[config.mk]
export PLATFORM = sky130hd
export DESIGN_NAME = ubg_clock_gen
export DESIGN_NICKNAME = d
export VERILOG_FILES = /design/src/shared/ubg_pkg.sv /design/src/ubg_clock_gen.sv /design/src/ubg_tick_divider.sv
export SDC_FILE = /design/constraint.sdc
export NUM_CORES = 1
export LEC_CHECK = 0
export BUFFER_PORTS_ARGS = -buffer_cell sky130_fd_sc_hd__buf_4
export CAP_MARGIN = 5
export CORE_MARGIN = 2
export CORE_UTILIZATION = 41
export DETAILED_ROUTE_END_ITERATION = 12
export GPL_ROUTABILITY_DRIVEN = 0
export GPL_TIMING_DRIVEN = 1
export PLACE_DENSITY = 0.57
export SKIP_CTS_REPAIR_TIMING = 1
export SLEW_MARGIN = 20
export SYNTH_ARGS = -nofsm -noshare
export SYNTH_HDL_FRONTEND = slang
export SYNTH_SLANG_ARGS = --single-unit
[constraint.sdc]
create_clock -name clock -period 4.3 [get_ports clock]
set_input_delay 0.86 -clock clock [delete_from_list [all_inputs] [get_ports clock]]
set_output_delay 0.86 -clock clock [all_outputs]
set_load 0.1 [all_outputs]
[src/shared/ubg_pkg.sv]
/*
 * Constants shared by the baud clock generator: setting widths, mode codes,
 * oversampling counts and counter sizes.
 * Assumes a single peripheral clock of 40 MHz with no other clock domain.
 */
package ubg_pkg;

	// ****************************************
	// Setting widths
	// ****************************************
	localparam int UBG_PERIOD_W   = 12;  // Period setting, 0 through 4095.
	localparam int UBG_SCALE_W    = 4;   // Signed scale setting, -7 through +7.
	localparam int UBG_FRAC_W     = 8;   // Fraction accumulator for negative scale.
	localparam int UBG_COUNT_W    = 20;  // Holds (4095 + 1) << 7 minus one.
	localparam int UBG_OVS_W      = 4;   // Oversample counter width.
	localparam int UBG_CLK_PERIOD_NS = 25;

	// ****************************************
	// Oversampling, counted as reload values (count minus one)
	// ****************************************
	localparam logic [3:0] UBG_OVS_NORMAL_LAST = 4'hF;  // 16 samples per bit.
	localparam logic [3:0] UBG_OVS_DOUBLE_LAST = 4'h7;  // 8 samples per bit.

	// ****************************************
	// Mode select codes on the mode input
	// ****************************************
	localparam logic [1:0] UBG_SEL_ASYNC       = 2'h0;
	localparam logic [1:0] UBG_SEL_SYNC_MASTER = 2'h1;
	localparam logic [1:0] UBG_SEL_SYNC_SLAVE  = 2'h2;
	localparam logic [1:0] UBG_SEL_MASTER_SPI  = 2'h3;

	// Active clock generation mode, one-hot.
	typedef enum logic [3:0] {
		UBG_MODE_ASYNC       = 4'b0001,
		UBG_MODE_SYNC_MASTER = 4'b0010,
		UBG_MODE_SYNC_SLAVE  = 4'b0100,
		UBG_MODE_MASTER_SPI  = 4'b1000
	} ubg_mode_e;

endpackage

[src/ubg_clock_gen.sv]
/*
 * Baud clock generator of a serial transceiver: rate generator, fractional in
 * asynchronous operation only, for asynchronous, synchronous master and master SPI operation, and
 * sampling of the transfer clock pin in synchronous slave operation.
 * Assumes all inputs except transfer_clock_pin are synchronous to clock; settings change only while
 * no transfer is running. Shift logic and buffers sit outside.
 */
// Overview of operation
// [RQ1] Five clock modes: async normal/double, sync master/slave, SPI.
// [RQ2] Internal generator except in synchronous slave mode.
// [RQ3] Period setting is a 12-bit unsigned value.
// [RQ4] Signed scale -7..+7 trims the rate finely.
// [RQ5] Software keeps scale zero when period is zero.
// [RQ6] Software bounds two-to-scale by half frame cycles.
// [RQ7] Normal async rate uses 16 samples per bit.
// [RQ8] Double speed async uses 8 samples per bit.
// [RQ9] Synchronous master and SPI: clock over 2(period+1).
// [RQ10] Software replaces positive scale by larger period.
// [RQ11] Slave mode samples pin with peripheral clock.
// [RQ12] Peer keeps pin clock below quarter rate.
// [RQ13] Peer slows clock when jittery or uneven duty.
// [RQ14] SPI mode turns off async-only logic.
// [RQ15] Double speed receiver takes 8 samples per bit.
// [RQ16] Down-counter reloads from period, ticks on reload.
`timescale 1ns/100ps
module ubg_clock_gen (
	input  wire logic                         clock,
	input  wire logic                         rst_n,
	input  wire logic                         generator_enable,
	input  wire logic [1:0]                   mode_select,
	input  wire logic                         double_speed_select,
	input  wire logic [ubg_pkg::UBG_PERIOD_W-1:0] baud_period_setting,
	input  wire logic [ubg_pkg::UBG_SCALE_W-1:0]  baud_scale_setting,
	input  wire logic                         transfer_clock_pin,
	output logic                              sample_tick,
	output logic                              bit_tick,
	output logic                              transfer_clock_out,
	output logic                              transfer_clock_oe,
	output logic                              clock_rise_tick,
	output logic                              clock_fall_tick,
	output logic                              async_logic_enable,
	output logic                              samples_per_bit_8
);
	import ubg_pkg::*;

	// ****************************************
	// Mode decode
	// ****************************************
	ubg_mode_e mode_reg;
	ubg_mode_e mode_next;

	// The two-bit select maps onto four one-hot modes; double speed splits async in two.
	always_comb begin
		case (mode_select)
			UBG_SEL_ASYNC:       mode_next = UBG_MODE_ASYNC;        // see [RQ1]
			UBG_SEL_SYNC_MASTER: mode_next = UBG_MODE_SYNC_MASTER;
			UBG_SEL_SYNC_SLAVE:  mode_next = UBG_MODE_SYNC_SLAVE;
			UBG_SEL_MASTER_SPI:  mode_next = UBG_MODE_MASTER_SPI;
			default:             mode_next = UBG_MODE_ASYNC;
		endcase
	end

	always_ff @(posedge clock or negedge rst_n) begin
		if (!rst_n) begin
			mode_reg <= UBG_MODE_ASYNC;
		end else begin
			mode_reg <= mode_next;
		end
	end

	logic is_async;
	logic is_master_sync;
	logic is_slave;
	assign is_async       = (mode_reg == UBG_MODE_ASYNC);
	assign is_master_sync = (mode_reg == UBG_MODE_SYNC_MASTER) || (mode_reg == UBG_MODE_MASTER_SPI); // see [RQ9]
	assign is_slave       = (mode_reg == UBG_MODE_SYNC_SLAVE);

	// ****************************************
	// Fractional reload computation
	// ****************************************
	// Scale magnitude and sign; the synchronous modes ignore scale entirely.
	logic                    scale_neg;
	logic [2:0]              scale_mag;
	logic [UBG_FRAC_W-1:0]   frac_mask;
	logic [UBG_FRAC_W-1:0]   frac_part;
	logic [UBG_FRAC_W:0]     frac_sum;
	logic                    frac_carry;
	logic [UBG_COUNT_W-1:0]  reload_value;
	logic [UBG_FRAC_W-1:0]   frac_acc_reg;
	logic [UBG_FRAC_W-1:0]   frac_acc_next;
	logic [UBG_COUNT_W-1:0]  period_plus_one;
	logic                    main_tick;

	// A scale of -8 is outside the legal range and is treated as -7.
	assign scale_neg = baud_scale_setting[UBG_SCALE_W-1];                                     // see [RQ4]
	assign scale_mag = scale_neg ? ((baud_scale_setting == 4'h8) ? 3'h7 : 3'((~baud_scale_setting) + 4'h1))
	                             : baud_scale_setting[2:0];
	assign frac_mask = UBG_FRAC_W'((9'h001 << scale_mag) - 9'h001);
	assign frac_part = UBG_FRAC_W'(baud_period_setting) & frac_mask;
	assign frac_sum  = {1'b0, frac_acc_reg} + {1'b0, frac_part};
	assign frac_carry = ((frac_sum >> scale_mag) != '0);
	assign period_plus_one = UBG_COUNT_W'(baud_period_setting) + 20'h0_0001;                  // see [RQ3]

	// Positive scale stretches each tick by 2^scale; negative scale shortens the period
	// to period/2^k + 1 on average by carrying the dropped fraction between ticks.
	always_comb begin
		reload_value  = UBG_COUNT_W'(baud_period_setting);                                   // see [RQ16]
		frac_acc_next = frac_acc_reg;
		if (is_async && !scale_neg) begin
			reload_value = UBG_COUNT_W'((period_plus_one << scale_mag) - 20'h0_0001);        // see [RQ7]
		end else if (is_async && scale_neg) begin
			reload_value = UBG_COUNT_W'(baud_period_setting >> scale_mag) + UBG_COUNT_W'(frac_carry);
			if (main_tick) begin
				frac_acc_next = frac_sum[UBG_FRAC_W-1:0] & frac_mask;
			end
		end
		if (!generator_enable) begin
			frac_acc_next = '0;
		end
	end

	always_ff @(posedge clock or negedge rst_n) begin
		if (!rst_n) begin
			frac_acc_reg <= '0;
		end else begin
			frac_acc_reg <= frac_acc_next;
		end
	end

	// ****************************************
	// Dividers
	// ****************************************
	logic                  gen_clear;
	logic                  ovs_tick;
	logic [UBG_OVS_W-1:0]  ovs_last;

	// Slave mode leaves the generator idle; it would only waste power there.
	assign gen_clear = !generator_enable || is_slave;                                        // see [RQ2]
	assign ovs_last  = double_speed_select ? UBG_OVS_DOUBLE_LAST : UBG_OVS_NORMAL_LAST;     // see [RQ8] see [RQ15]

	// Rate counter stepping every peripheral clock.
	ubg_tick_divider #(.WIDTH(UBG_COUNT_W)) u_rate_div (
		.clock      (clock),
		.rst_n      (rst_n),
		.clear      (gen_clear),
		.step       (1'b1),
		.load_value (reload_value),
		.tick       (main_tick)
	);

	// Oversample counter: 16 or 8 rate ticks make one asynchronous bit.
	ubg_tick_divider #(.WIDTH(UBG_OVS_W)) u_ovs_div (
		.clock      (clock),
		.rst_n      (rst_n),
		.clear      (gen_clear || !is_async),
		.step       (main_tick),
		.load_value (ovs_last),
		.tick       (ovs_tick)
	);

	// ****************************************
	// Transfer clock pin sampling
	// ****************************************
	// Two flops before any edge logic keep a slow or ragged pin from reaching the
	// edge detector half-settled; the peer must hold each phase two cycles.
	logic pin_meta_reg;
	logic pin_sync_reg;
	logic pin_prev_reg;

	always_ff @(posedge clock or negedge rst_n) begin
		if (!rst_n) begin
			pin_meta_reg <= 1'b0;
			pin_sync_reg <= 1'b0;
			pin_prev_reg <= 1'b0;
		end else begin
			pin_meta_reg <= transfer_clock_pin;                                              // see [RQ11]
			pin_sync_reg <= pin_meta_reg;
			pin_prev_reg <= pin_sync_reg;                                                    // see [RQ12]
		end
	end

	// ****************************************
	// Output stage
	// ****************************************
	logic sample_tick_reg;
	logic sample_tick_next;
	logic bit_tick_reg;
	logic bit_tick_next;
	logic clk_out_reg;
	logic clk_out_next;
	logic clk_oe_reg;
	logic clk_oe_next;
	logic rise_reg;
	logic rise_next;
	logic fall_reg;
	logic fall_next;
	logic async_en_reg;
	logic async_en_next;
	logic ovs8_reg;
	logic ovs8_next;
	logic tick_dly_reg;
	logic tick_dly_next;

	// Master clock toggles on every rate tick, so a full period is 2(period+1) cycles.
	// Data changes on the rising edge and is sampled on the falling edge, which is when
	// bit_tick fires in the synchronous modes.
	always_comb begin
		sample_tick_next = 1'b0;
		tick_dly_next    = main_tick;
		bit_tick_next    = 1'b0;
		rise_next        = 1'b0;
		fall_next        = 1'b0;
		clk_out_next     = clk_out_reg;
		clk_oe_next      = is_master_sync && generator_enable;
		async_en_next    = is_async;                                                          // see [RQ14]
		ovs8_next        = is_async && double_speed_select;                                   // see [RQ15]
		if (!generator_enable) begin
			clk_out_next = 1'b0;
		end else if (is_async) begin
			// The oversample tick lags the rate tick by one flop, so the rate tick is
			// delayed as well; otherwise bit_tick would land one cycle after its sample.
			sample_tick_next = tick_dly_reg;                                                  // see [RQ7]
			bit_tick_next    = ovs_tick;
		end else if (is_master_sync) begin
			if (main_tick) begin
				clk_out_next  = !clk_out_reg;                                                 // see [RQ9]
				rise_next     = !clk_out_reg;
				fall_next     = clk_out_reg;
				bit_tick_next = clk_out_reg;
			end
		end else begin
			clk_out_next  = 1'b0;
			rise_next     = pin_sync_reg && !pin_prev_reg;                                    // see [RQ11]
			fall_next     = !pin_sync_reg && pin_prev_reg;
			bit_tick_next = fall_next;
		end
	end

	always_ff @(posedge clock or negedge rst_n) begin
		if (!rst_n) begin
			sample_tick_reg <= 1'b0;
			bit_tick_reg    <= 1'b0;
			clk_out_reg     <= 1'b0;
			clk_oe_reg      <= 1'b0;
			rise_reg        <= 1'b0;
			fall_reg        <= 1'b0;
			async_en_reg    <= 1'b1;
			ovs8_reg        <= 1'b0;
			tick_dly_reg    <= 1'b0;
		end else begin
			sample_tick_reg <= sample_tick_next;
			bit_tick_reg    <= bit_tick_next;
			clk_out_reg     <= clk_out_next;
			clk_oe_reg      <= clk_oe_next;
			rise_reg        <= rise_next;
			fall_reg        <= fall_next;
			async_en_reg    <= async_en_next;
			ovs8_reg        <= ovs8_next;
			tick_dly_reg    <= tick_dly_next;
		end
	end

	// All outputs come straight from the flops above.
	assign sample_tick        = sample_tick_reg;
	assign bit_tick           = bit_tick_reg;
	assign transfer_clock_out = clk_out_reg;
	assign transfer_clock_oe  = clk_oe_reg;
	assign clock_rise_tick    = rise_reg;
	assign clock_fall_tick    = fall_reg;
	assign async_logic_enable = async_en_reg;
	assign samples_per_bit_8  = ovs8_reg;

endmodule // ubg_clock_gen

[src/ubg_tick_divider.sv]
/*
 * Down-counting divider: counts step pulses and emits a registered tick
 * each time the count passes through zero, then reloads.
 * Assumes step and clear are synchronous to clock.
 */
`timescale 1ns/100ps
module ubg_tick_divider #(
	parameter int WIDTH = 4
) (
	input  wire logic             clock,
	input  wire logic             rst_n,
	input  wire logic             clear,
	input  wire logic             step,
	input  wire logic [WIDTH-1:0] load_value,
	output logic                  tick
);

	logic [WIDTH-1:0] count_reg;
	logic [WIDTH-1:0] count_next;
	logic             tick_reg;
	logic             tick_next;

	// ****************************************
	// Counter next state
	// ****************************************
	// Reload happens in the zero cycle, so a load value of N gives N+1 steps per tick.
	always_comb begin
		count_next = count_reg;
		tick_next  = 1'b0;
		if (clear) begin
			count_next = load_value;
		end else if (step) begin
			if (count_reg == '0) begin
				count_next = load_value;
				tick_next  = 1'b1;
			end else begin
				count_next = count_reg - 1'b1;
			end
		end
	end

	// Registers only.
	always_ff @(posedge clock or negedge rst_n) begin
		if (!rst_n) begin
			count_reg <= '0;
			tick_reg  <= 1'b0;
		end else begin
			count_reg <= count_next;
			tick_reg  <= tick_next;
		end
	end

	assign tick = tick_reg;

endmodule // ubg_tick_divider

==> out/results.ini, run 1 <==
[run_status]
outcome = complete, but fails checks
violations = negative setup slack

[setup_path]
end_kind = register
cp.arrival_ps = 5040
critPathMaxFanout = 4
ff2ff_setup_slack_ps = 650
slowest_delay_ps = 490
required_ps = 4520
slowest_stage = or4_4
path_class = in2reg
start_kind = input pin

[power_and_ir_drop]
clkPwrFrac = 0.248
p_leak_nw = 2.80
ir_drop_uv = 150
power.switching_uw = 659
swShare = 0.389
sequentialPowerShare = 0.308
combPwrFrac = 0.444
power.density_mw_per_mm2 = 253
p_int_mw = 1.04

[logic_synthesis]
ys_seq_elements = 50
yosysSeqAreaShare = 0.234
synth_area_leaders = dfrtp_1 22%, nand2_1 4.8%, xnor2_1 4.7%
yosysTopAreaCellShare = 0.224
yosys.area.top_type = dfrtp_1
synth_enable_flop_cells = 0
syn_avg_cell_area_um2 = 7.78
syn_inst = 690
synth.distinct_cells = 90
synth_ff_type = dfrtp_1
synthArstFlopShare = 1.00
ys_warn_count = 0
synthesis.area_mm2 = 0.00537
synth_nets = 731

[clocking]
htreeDepth = 2
cts_tree = yes
clock_path_buffers = 2
clk_latency_ps = 300
cts_buffers = 5
clock-root-buffer = clkbuf_16
clk_pin_slew_ps = 70
cts.sinks = 50

[hold_path]
hold_path_class = reg2reg

[placed_design]
io_buffers = 30
pre_cts_slack_ps = -954
dp_hpwl_um = 13100

[route]
route.detailed.drc = 0
drt_first_iter_violations = 478
dr_total_vias = 5641
drt-total-wl_um = 17500
vias_per_cell = 6.03
drtPass1Iterations = 5
drt-wirelength-per-cell_um = 18.7
postRouteAntennaNets = 0

[die]
num_io_pins = 31
num_rows = 41
placeableCoreArea_mm2 = 0.0127
die_w_um = 118
die_y_um = 118
initial_core_util = 0.422
design.die.area_mm2 = 0.0140

[job]
cap_violations = 0

[sta]
period_minus_slack_ps = 4820
drv_slew = 0
max_slew_margin = 0.462
timing.hold.ws_ps = 360
fin_ws_ps = -520
max_freq_mhz = 207
tightest_slew_ps = 803
timing.final.crit_share = 1.12
hold_violations = 0
clock_skew_ps = 9.34
setup-violations-final = 12
rsz0062_at_grt = true

[global_routing]
grt_pass1_wl_um = 28100
grt_usage = 0.246
grt_max_degree = 51
grt_pass1_vias = 5400
antenna_found_initial = 1
overflow = 0

[cells_and_area]
layout_common_cells = 104 x buf_4, 65 x nand2_1, 59 x nor2_1, 48 x dfrtp_1, 31 x o21ai_0
regArea_mm2 = 0.00125
multiInputGateArea_mm2 = 0.00414
area_growth_pct = 24.8
layout_commonest_cell = buf_4
fill_cells = 1265
drive_gt1_frac = 0.265
largest_reg_flops = 20
final_nets = 802
utilization = 0.527

## power by group through the flow
| stage | combinational (mW) | sequential [mW] | clock [mW] |
|---|---|---|---|
| after floorplan | 0.446 | 0.542 | 0 |
| after global placement | 0.679 | 0.529 | 0 |
| after detailed placement | 0.687 | 0.529 | 0 |
| after CTS | 0.690 | 0.521 | 0.428 |
| after global routing | 0.814 | 0.526 | 0.452 |
| final | 0.754 | 0.522 | 0.420 |
## metrics by stage
step	power [mW]	instances	instance area [um2]	setup TNS [ps]
final	1.70	935	6700	-4430
after global routing	1.79	935	6700	-6860
after CTS	1.64	926	6400	-5670
after detailed placement	1.22	918	6240	-9470
after global placement	1.21	918	6240	-8200
after floorplan	0.988	690	5520	-6780
## routing by layer
layer	GRT usage	share of wire
met2	0.396	0.46
met4	0.0841	0.030
met5	0	0
met3	0.0357	0.052
met1	0.337	0.46
## cell usage after synthesis (10+ instances only)
cell / n
and2_1: 11
o21ai_0: 36
xor2_1: 19
o211ai_1: 11
a32o_1: 10
o31ai_1: 10
clkbuf_1: 25
nand3_1: 26
a21oi_1: 34
o22ai_1: 11
dfrtp_1: 48
nor3_1: 26
a211oi_1: 16
xnor2_1: 29
ha_1: 17
nor2_1: 63
inv_1: 22
nand2_1: 68
## logic make-up (layout without fill, tap and decap cells)
group | after synthesis | after routing | share of synthesized area
AND/OR/NAND/NOR | 286 | 286 | 0.286
multiplexers | 17 | 17 | 0.0382
buffers and inverters | 68 | 140 | 0.0594
flip-flops | 50 | 50 | 0.234
other | 1 | 2 | 0.000699
XOR/XNOR | 48 | 48 | 0.0783
adder cells (fa/ha/maj) | 18 | 18 | 0.0434
AO/OA/AOI/OAI | 202 | 202 | 0.261
## worst max-delay path: cells and delay by family
kind,cells,cell delay [ps]
compound gates,8,1530
xor+xnor,1,90
fa+ha+maj,4,940
buf+inv,6,540
simple gates,8,1050
## final timing paths
path	depth (start not counted)	startpoint	to
max	27	baud_scale_setting[1]	u_rate_div.count_reg[9]
min	0	pin_meta_reg	pin_sync_reg
max reg2reg	17	frac_acc_reg[0]	u_rate_div.count_reg[9]
min reg2reg	0	pin_meta_reg	pin_sync_reg
max in group asynchronous	1	rst_n	u_rate_div.count_reg[15]
min in group asynchronous	1	rst_n	frac_acc_reg[5]
## cell type report
type,instances,share of cell area
tap,172,0.0321
inverter,23,0.0144
antenna,1,0.000373
clock inverter,3,0.00429
clock buffer,5,0.0187
multi-input combinational,572,0.618
timing repair buffer,109,0.125
sequential,50,0.187
(Power assumes the default switching activity.)
==> inputs of run 2 (changes only) <==
- PLACE_DENSITY: 0.57 -> not set
- clock period: 4.3 -> 4.1 ns (I/O delays scaled with it)
==> run 2 against run 1 <==
  * The run still ends with negative setup slack left
  * Sequential power grew 4.6%
  * Non-clock buffer count grew 13
  * First-iteration DRC count grew 12%
  * Critical path type unchanged
  * Highest routed layer unchanged
==> out/results.ini, run 2 (synthesis results as in run 1) <==
[power_and_ir_drop]
p_int_mw = 1.07  ; +3.6%
clkPwrFrac = 0.239  ; -0.009
power_mw = 1.73  ; +2.2%
combPwrFrac = 0.447  ; +0.003
power.switching_uw = 660  ; about the same
ir_drop_uv = 160  ; +6.7%
power.density_mw_per_mm2 = 259  ; +2.4%
swShare = 0.381  ; -0.00812
p_leak_nw = 2.84  ; +1.3%
sequentialPowerShare = 0.315  ; +0.007

[route]
drt-total-wl_um = 17300  ; -0.92%
postRouteAntennaNets = 0  ; unchanged
drt_first_iter_violations = 536  ; +12%
route.detailed.drc = 0  ; unchanged
dr_total_vias = 5745  ; +1.8%
drt-wirelength-per-cell_um = 18.3  ; -2.2%
drtPass1Iterations = 5  ; unchanged
vias_per_cell = 6.07  ; +0.55%

[sta]
period_minus_slack_ps = 4810
timing.final.crit_share = 1.17
fin_ws_ps = -709  ; -188 ps
drv_slew = 0  ; unchanged
clock_skew_ps = 3.09  ; -6.25 ps
max_slew_margin = 0.435  ; -0.0273
setup-violations-final = 13  ; +1
fin_tns_setup_ps = -6190  ; -1760 ps
max_freq_mhz = 208
hold_violations = 0  ; unchanged
rsz0062_at_grt = true
tightest_slew_ps = 844  ; +40.7 ps

[cells_and_area]
largest_reg_flops = 20  ; unchanged
drive_gt1_frac = 0.274  ; +0.00846
final_nets = 815  ; +1.6%
fin_area_mm2 = 0.00669  ; -0.17%
fill_cells = 1264  ; -0.079%
layout_common_cells = 120 x buf_4, 65 x nand2_1, 59 x nor2_1, 48 x dfrtp_1, 30 x o21ai_0
area_growth_pct = 24.6
layout_commonest_cell = buf_4
antenna_cells = 0  ; -1

[setup_path]
end_kind = register
ff2ff_setup_slack_ps = 450  ; -200 ps
cp.buffers_inverters = 4  ; -2
required_ps = 4280  ; -240 ps
path_depth = 27  ; unchanged
slowest_stage = or3b_4
worst_r2r_path_depth = 17  ; unchanged
critPathMostFrequentCell = ha_4
critPathMaxFanout = 6  ; +2
r2r-end = u_rate_div.count_reg[10]
path_class = in2reg
start_kind = input pin
path_delay_family = simple AND/OR/NAND/NOR gates
slowest_delay_ps = 390  ; -100 ps
cp.arrival_ps = 4980  ; -60 ps
r2r_start = frac_acc_reg[0]

[global_routing]
grt_pass1_wl_um = 28100  ; about the same
grt_pass1_vias = 5508  ; +2.0%
overflow = 0  ; unchanged
grt_usage = 0.246  ; about the same
antenna_found_initial = 0  ; -1
grt_max_degree = 51  ; unchanged

[die]
placeableCoreArea_mm2 = 0.0127  ; unchanged
num_rows = 41  ; unchanged
initial_core_util = 0.422  ; unchanged
die_w_um = 118  ; unchanged
num_io_pins = 31  ; unchanged
design.die.area_mm2 = 0.0140  ; unchanged
die_y_um = 118  ; unchanged

[clocking]
clk_latency_ps = 300  ; about the same
cts.sinks = 50  ; unchanged
clock_path_buffers = 2  ; unchanged
clk_pin_slew_ps = 70  ; about the same
htreeDepth = 2  ; unchanged
cts_tree = yes
cts_buffers = 5  ; unchanged
clock-root-buffer = clkbuf_16

[hold_path]
holdPathStages = 0  ; unchanged
hp-start = pin_meta_reg
hold_path_class = reg2reg
min_to = pin_sync_reg

[placed_design]
dp_hpwl_um = 13100  ; about the same
place_area_mm2 = 0.00631  ; +1.1%
io_buffers = 30  ; unchanged

[run_status]
violations = negative setup slack
outcome = complete, but fails checks

[job]
cap_violations = 0  ; unchanged

[run 2: changes by cell type in the layout (fill, tap and decap cells not counted), moves of 2 or more]
cell	previous run	this run
ha_2	1	3
ha_4	6	4
a211oi_2	2	0
a211oi_1	14	16
buf_4	104	120
buf_6	4	1
[run 2: stage by stage]
step	util	instances	hold WS, ps	setup slack [ps]
floorplan	-	690	331	-967
global placement	0.496	927	343	-989
detailed placement	0.496	927	337	-1160
CTS	0.507	935	363	-882
global route	0.526	947	373	-840
finish	0.526	947	357	-709
[run 2: cell type report]
| type | instances | area [um2] | area share |
|---|---|---|---|
| clock buffers | 5 | 125 | 0.0187 |
| well taps | 172 | 215 | 0.0322 |
| flip-flops and latches | 50 | 1250 | 0.187 |
| repair buffers | 122 | 927 | 0.139 |
| clock inverters | 3 | 21.3 | 0.00318 |
| inverters | 23 | 96.3 | 0.0144 |
| multi-input cells | 572 | 4050 | 0.606 |
[run 2: per-layer routing]
layer,up-vias,global-route usage,routed length [um]
li1,2725,-,-
met1,2741,0.327,7610
met2,232,0.401,8000
met3,47,0.0338,1110
met4,0,0.102,591
met5,-,0,0
[run 2: worst max-delay path by stage]
stage / startpoint / end / slack (ps)
6_report: baud_scale_setting[0] / u_rate_div.count_reg[10] / -710
5_1_grt: baud_scale_setting[0] / u_rate_div.count_reg[10] / -840
4_1_cts: baud_scale_setting[1] / u_rate_div.count_reg[10] / -880
3_5_place_dp: baud_scale_setting[1] / u_rate_div.count_reg[10] / -1160
3_3_place_gp: baud_scale_setting[1] / u_rate_div.count_reg[10] / -990
2_1_floorplan: baud_scale_setting[0] / u_rate_div.count_reg[10] / -970
[run 2: worst register-to-register path, stage by stage (launching register included)]
cell       delay (ps)
dfrtp_1           390
ha_2              200
fa_2              350
a21oi_2           160
nor2_2             50
nor2_2            100
o21bai_1           90
a21oi_2           230
xnor2_2           160
o21ai_1           120
o2111ai_2          90
a211o_1           160
ha_2              180
or3b_4            390
nor4b_4           370
mux2i_1           230
a32o_1            190
o31ai_2            70
[run 2: power groups by stage]
stage               sequential [mW]  clock, mW  combinational [mW]
floorplan                     0.568          0               0.468
global route                  0.549      0.452               0.840
finish                        0.546      0.414               0.774
CTS                           0.545      0.430               0.735
global placement              0.553          0               0.720
detailed placement            0.555          0               0.730
==> inputs of run 3 (changes only) <==
- SKIP_CTS_REPAIR_TIMING: 1 -> not set
==> run 3 against run 2 <==
  * The run still ends with negative setup slack left
  * Register-to-register slack worse by 50 ps
  * Largest cell class unchanged
  * Wire length up 0.98%
  * First-iteration DRC count down 2.8%
  * Non-clock buffer count up 5
  * Cell count up 0.53%
  * Die area unchanged
  * Sequential power about the same
==> out/results.ini, run 3 (synthesis results as in run 1) <==
[clocking]
cts_tree = yes
clock_path_buffers = 2  ; unchanged
clock-root-buffer = clkbuf_16
cts_buffers = 5  ; unchanged
clk_pin_slew_ps = 60  ; about the same
htreeDepth = 2  ; unchanged
cts.sinks = 50  ; unchanged
ctsHoldBuffers = 0
clk_latency_ps = 300  ; about the same

[route]
vias_per_cell = 6.08  ; +0.17%
drtPass1Iterations = 5  ; unchanged
postRouteAntennaNets = 0  ; unchanged
route.detailed.drc = 0  ; unchanged
dr_total_vias = 5785  ; +0.70%
drt-total-wl_um = 17500  ; +0.98%
drt-wirelength-per-cell_um = 18.4  ; +0.45%
drt_first_iter_violations = 521  ; -2.8%

[sta]
timing.final.crit_share = 1.19  ; +0.0133
max_slew_margin = 0.455  ; +0.0206
hold_violations = 0  ; unchanged
rsz0062_at_grt = true
fin_ws_ps = -763  ; -54.5 ps
period_minus_slack_ps = 4860  ; +54.5 ps
max_freq_mhz = 206  ; -1.1%
tightest_slew_ps = 813  ; -30.8 ps
drv_slew = 0  ; unchanged
clock_skew_ps = 7.23  ; +4.14 ps
timing.hold.ws_ps = 357  ; -0.00400 ps
fin_tns_setup_ps = -7230  ; -1030 ps
setup-violations-final = 13  ; unchanged

[die]
die_w_um = 118  ; unchanged
num_rows = 41  ; unchanged
design.die.area_mm2 = 0.0140  ; unchanged
placeableCoreArea_mm2 = 0.0127  ; unchanged
initial_core_util = 0.422  ; unchanged
die_y_um = 118  ; unchanged
num_io_pins = 31  ; unchanged

[power_and_ir_drop]
power_mw = 1.77  ; +2.1%
power.density_mw_per_mm2 = 261  ; +0.58%
p_leak_nw = 2.88  ; +1.4%
ir_drop_uv = 164  ; +2.7%

[cells_and_area]
final_nets = 820  ; +0.61%
drive_gt1_frac = 0.279  ; +0.00594
layout_commonest_cell = buf_4
fin_area_mm2 = 0.00679  ; +1.5%
instances_no_fill = 952  ; +0.53%
largest_reg_flops = 20  ; unchanged
utilization = 0.534  ; +0.00797
area_growth_pct = 26.5
antenna_cells = 0  ; unchanged
layout_common_cells = 122 x buf_4, 63 x nand2_1, 59 x nor2_1, 48 x dfrtp_1, 30 x o21ai_0

[job]
cap_violations = 0  ; unchanged

[placed_design]
place_inst = 927  ; unchanged
io_buffers = 30  ; unchanged
place_area_mm2 = 0.00631  ; unchanged
pre_cts_slack_ps = -1160  ; unchanged
dp_hpwl_um = 13100  ; unchanged

[run_status]
violations = negative setup slack
outcome = complete, but fails checks

[setup_path]
required_ps = 4270  ; about the same
slowest_stage = or3b_4
start_kind = input pin
critPathMaxFanout = 5  ; -1
ff2ff_setup_slack_ps = 400  ; -50 ps
path_delay_family = simple AND/OR/NAND/NOR gates
startpoint = baud_scale_setting[0]
r2r_start = frac_acc_reg[0]
cp.buffers_inverters = 3  ; -1
slowest_delay_ps = 390  ; about the same
path_class = in2reg
critPathMostFrequentCell = ha_4
end_kind = register
cp.arrival_ps = 5040  ; +60 ps

[global_routing]
antenna_found_initial = 0  ; unchanged
grt_pass1_vias = 5708  ; +3.6%
grt_pass1_wl_um = 28600  ; +1.7%
overflow = 0  ; unchanged
grt_max_degree = 51  ; unchanged
grt_usage = 0.250  ; +0.00390

[hold_path]
hp-start = pin_meta_reg
hold_path_class = reg2reg

run 3: changes by cell type in the layout (fill, tap and decap cells not counted), sizes merged:
cell,change
buf,+5
run 3: final timing paths:
check / to / cells past startpoint
min: pin_sync_reg / 0
max in group asynchronous: u_rate_div.count_reg[13] / 1
min reg2reg: pin_sync_reg / 0
max: u_rate_div.count_reg[10] / 27
max reg2reg: u_rate_div.count_reg[10] / 17
min in group asynchronous: u_ovs_div.tick / 1
run 3: what timing repair did:
item,in CTS,in global routing
endpoints found under the setup margin,13,13
resized for setup,35,14
pin swaps,39,30
buffers inserted,13,8
run 3: final cells by class:
class | count | area (um2)
Sequential cell | 50 | 1250
Tap cell | 172 | 215
Clock buffer | 5 | 125
Clock inverter | 3 | 21.3
Fill cell | 1246 | 5930
Multi-Input combinational cell | 572 | 4100
Timing Repair Buffer | 127 | 980
Inverter | 23 | 98.8
run 3: routing by layer:
layer | global-route usage | up-vias | routed length, um
met1 | 0.321 | 2778 | 7540
met2 | 0.414 | 218 | 8110
met4 | 0.106 | 0 | 600
met3 | 0.0420 | 47 | 1220
met5 | 0 | - | 0
li1 | - | 2742 | -
run 3: where the power goes:
group / internal [mW] / switching (mW)
Sequential: 0.521 / 0.0253
Combinational: 0.349 / 0.463
Clock: 0.226 / 0.186
Total: 1.10 / 0.674
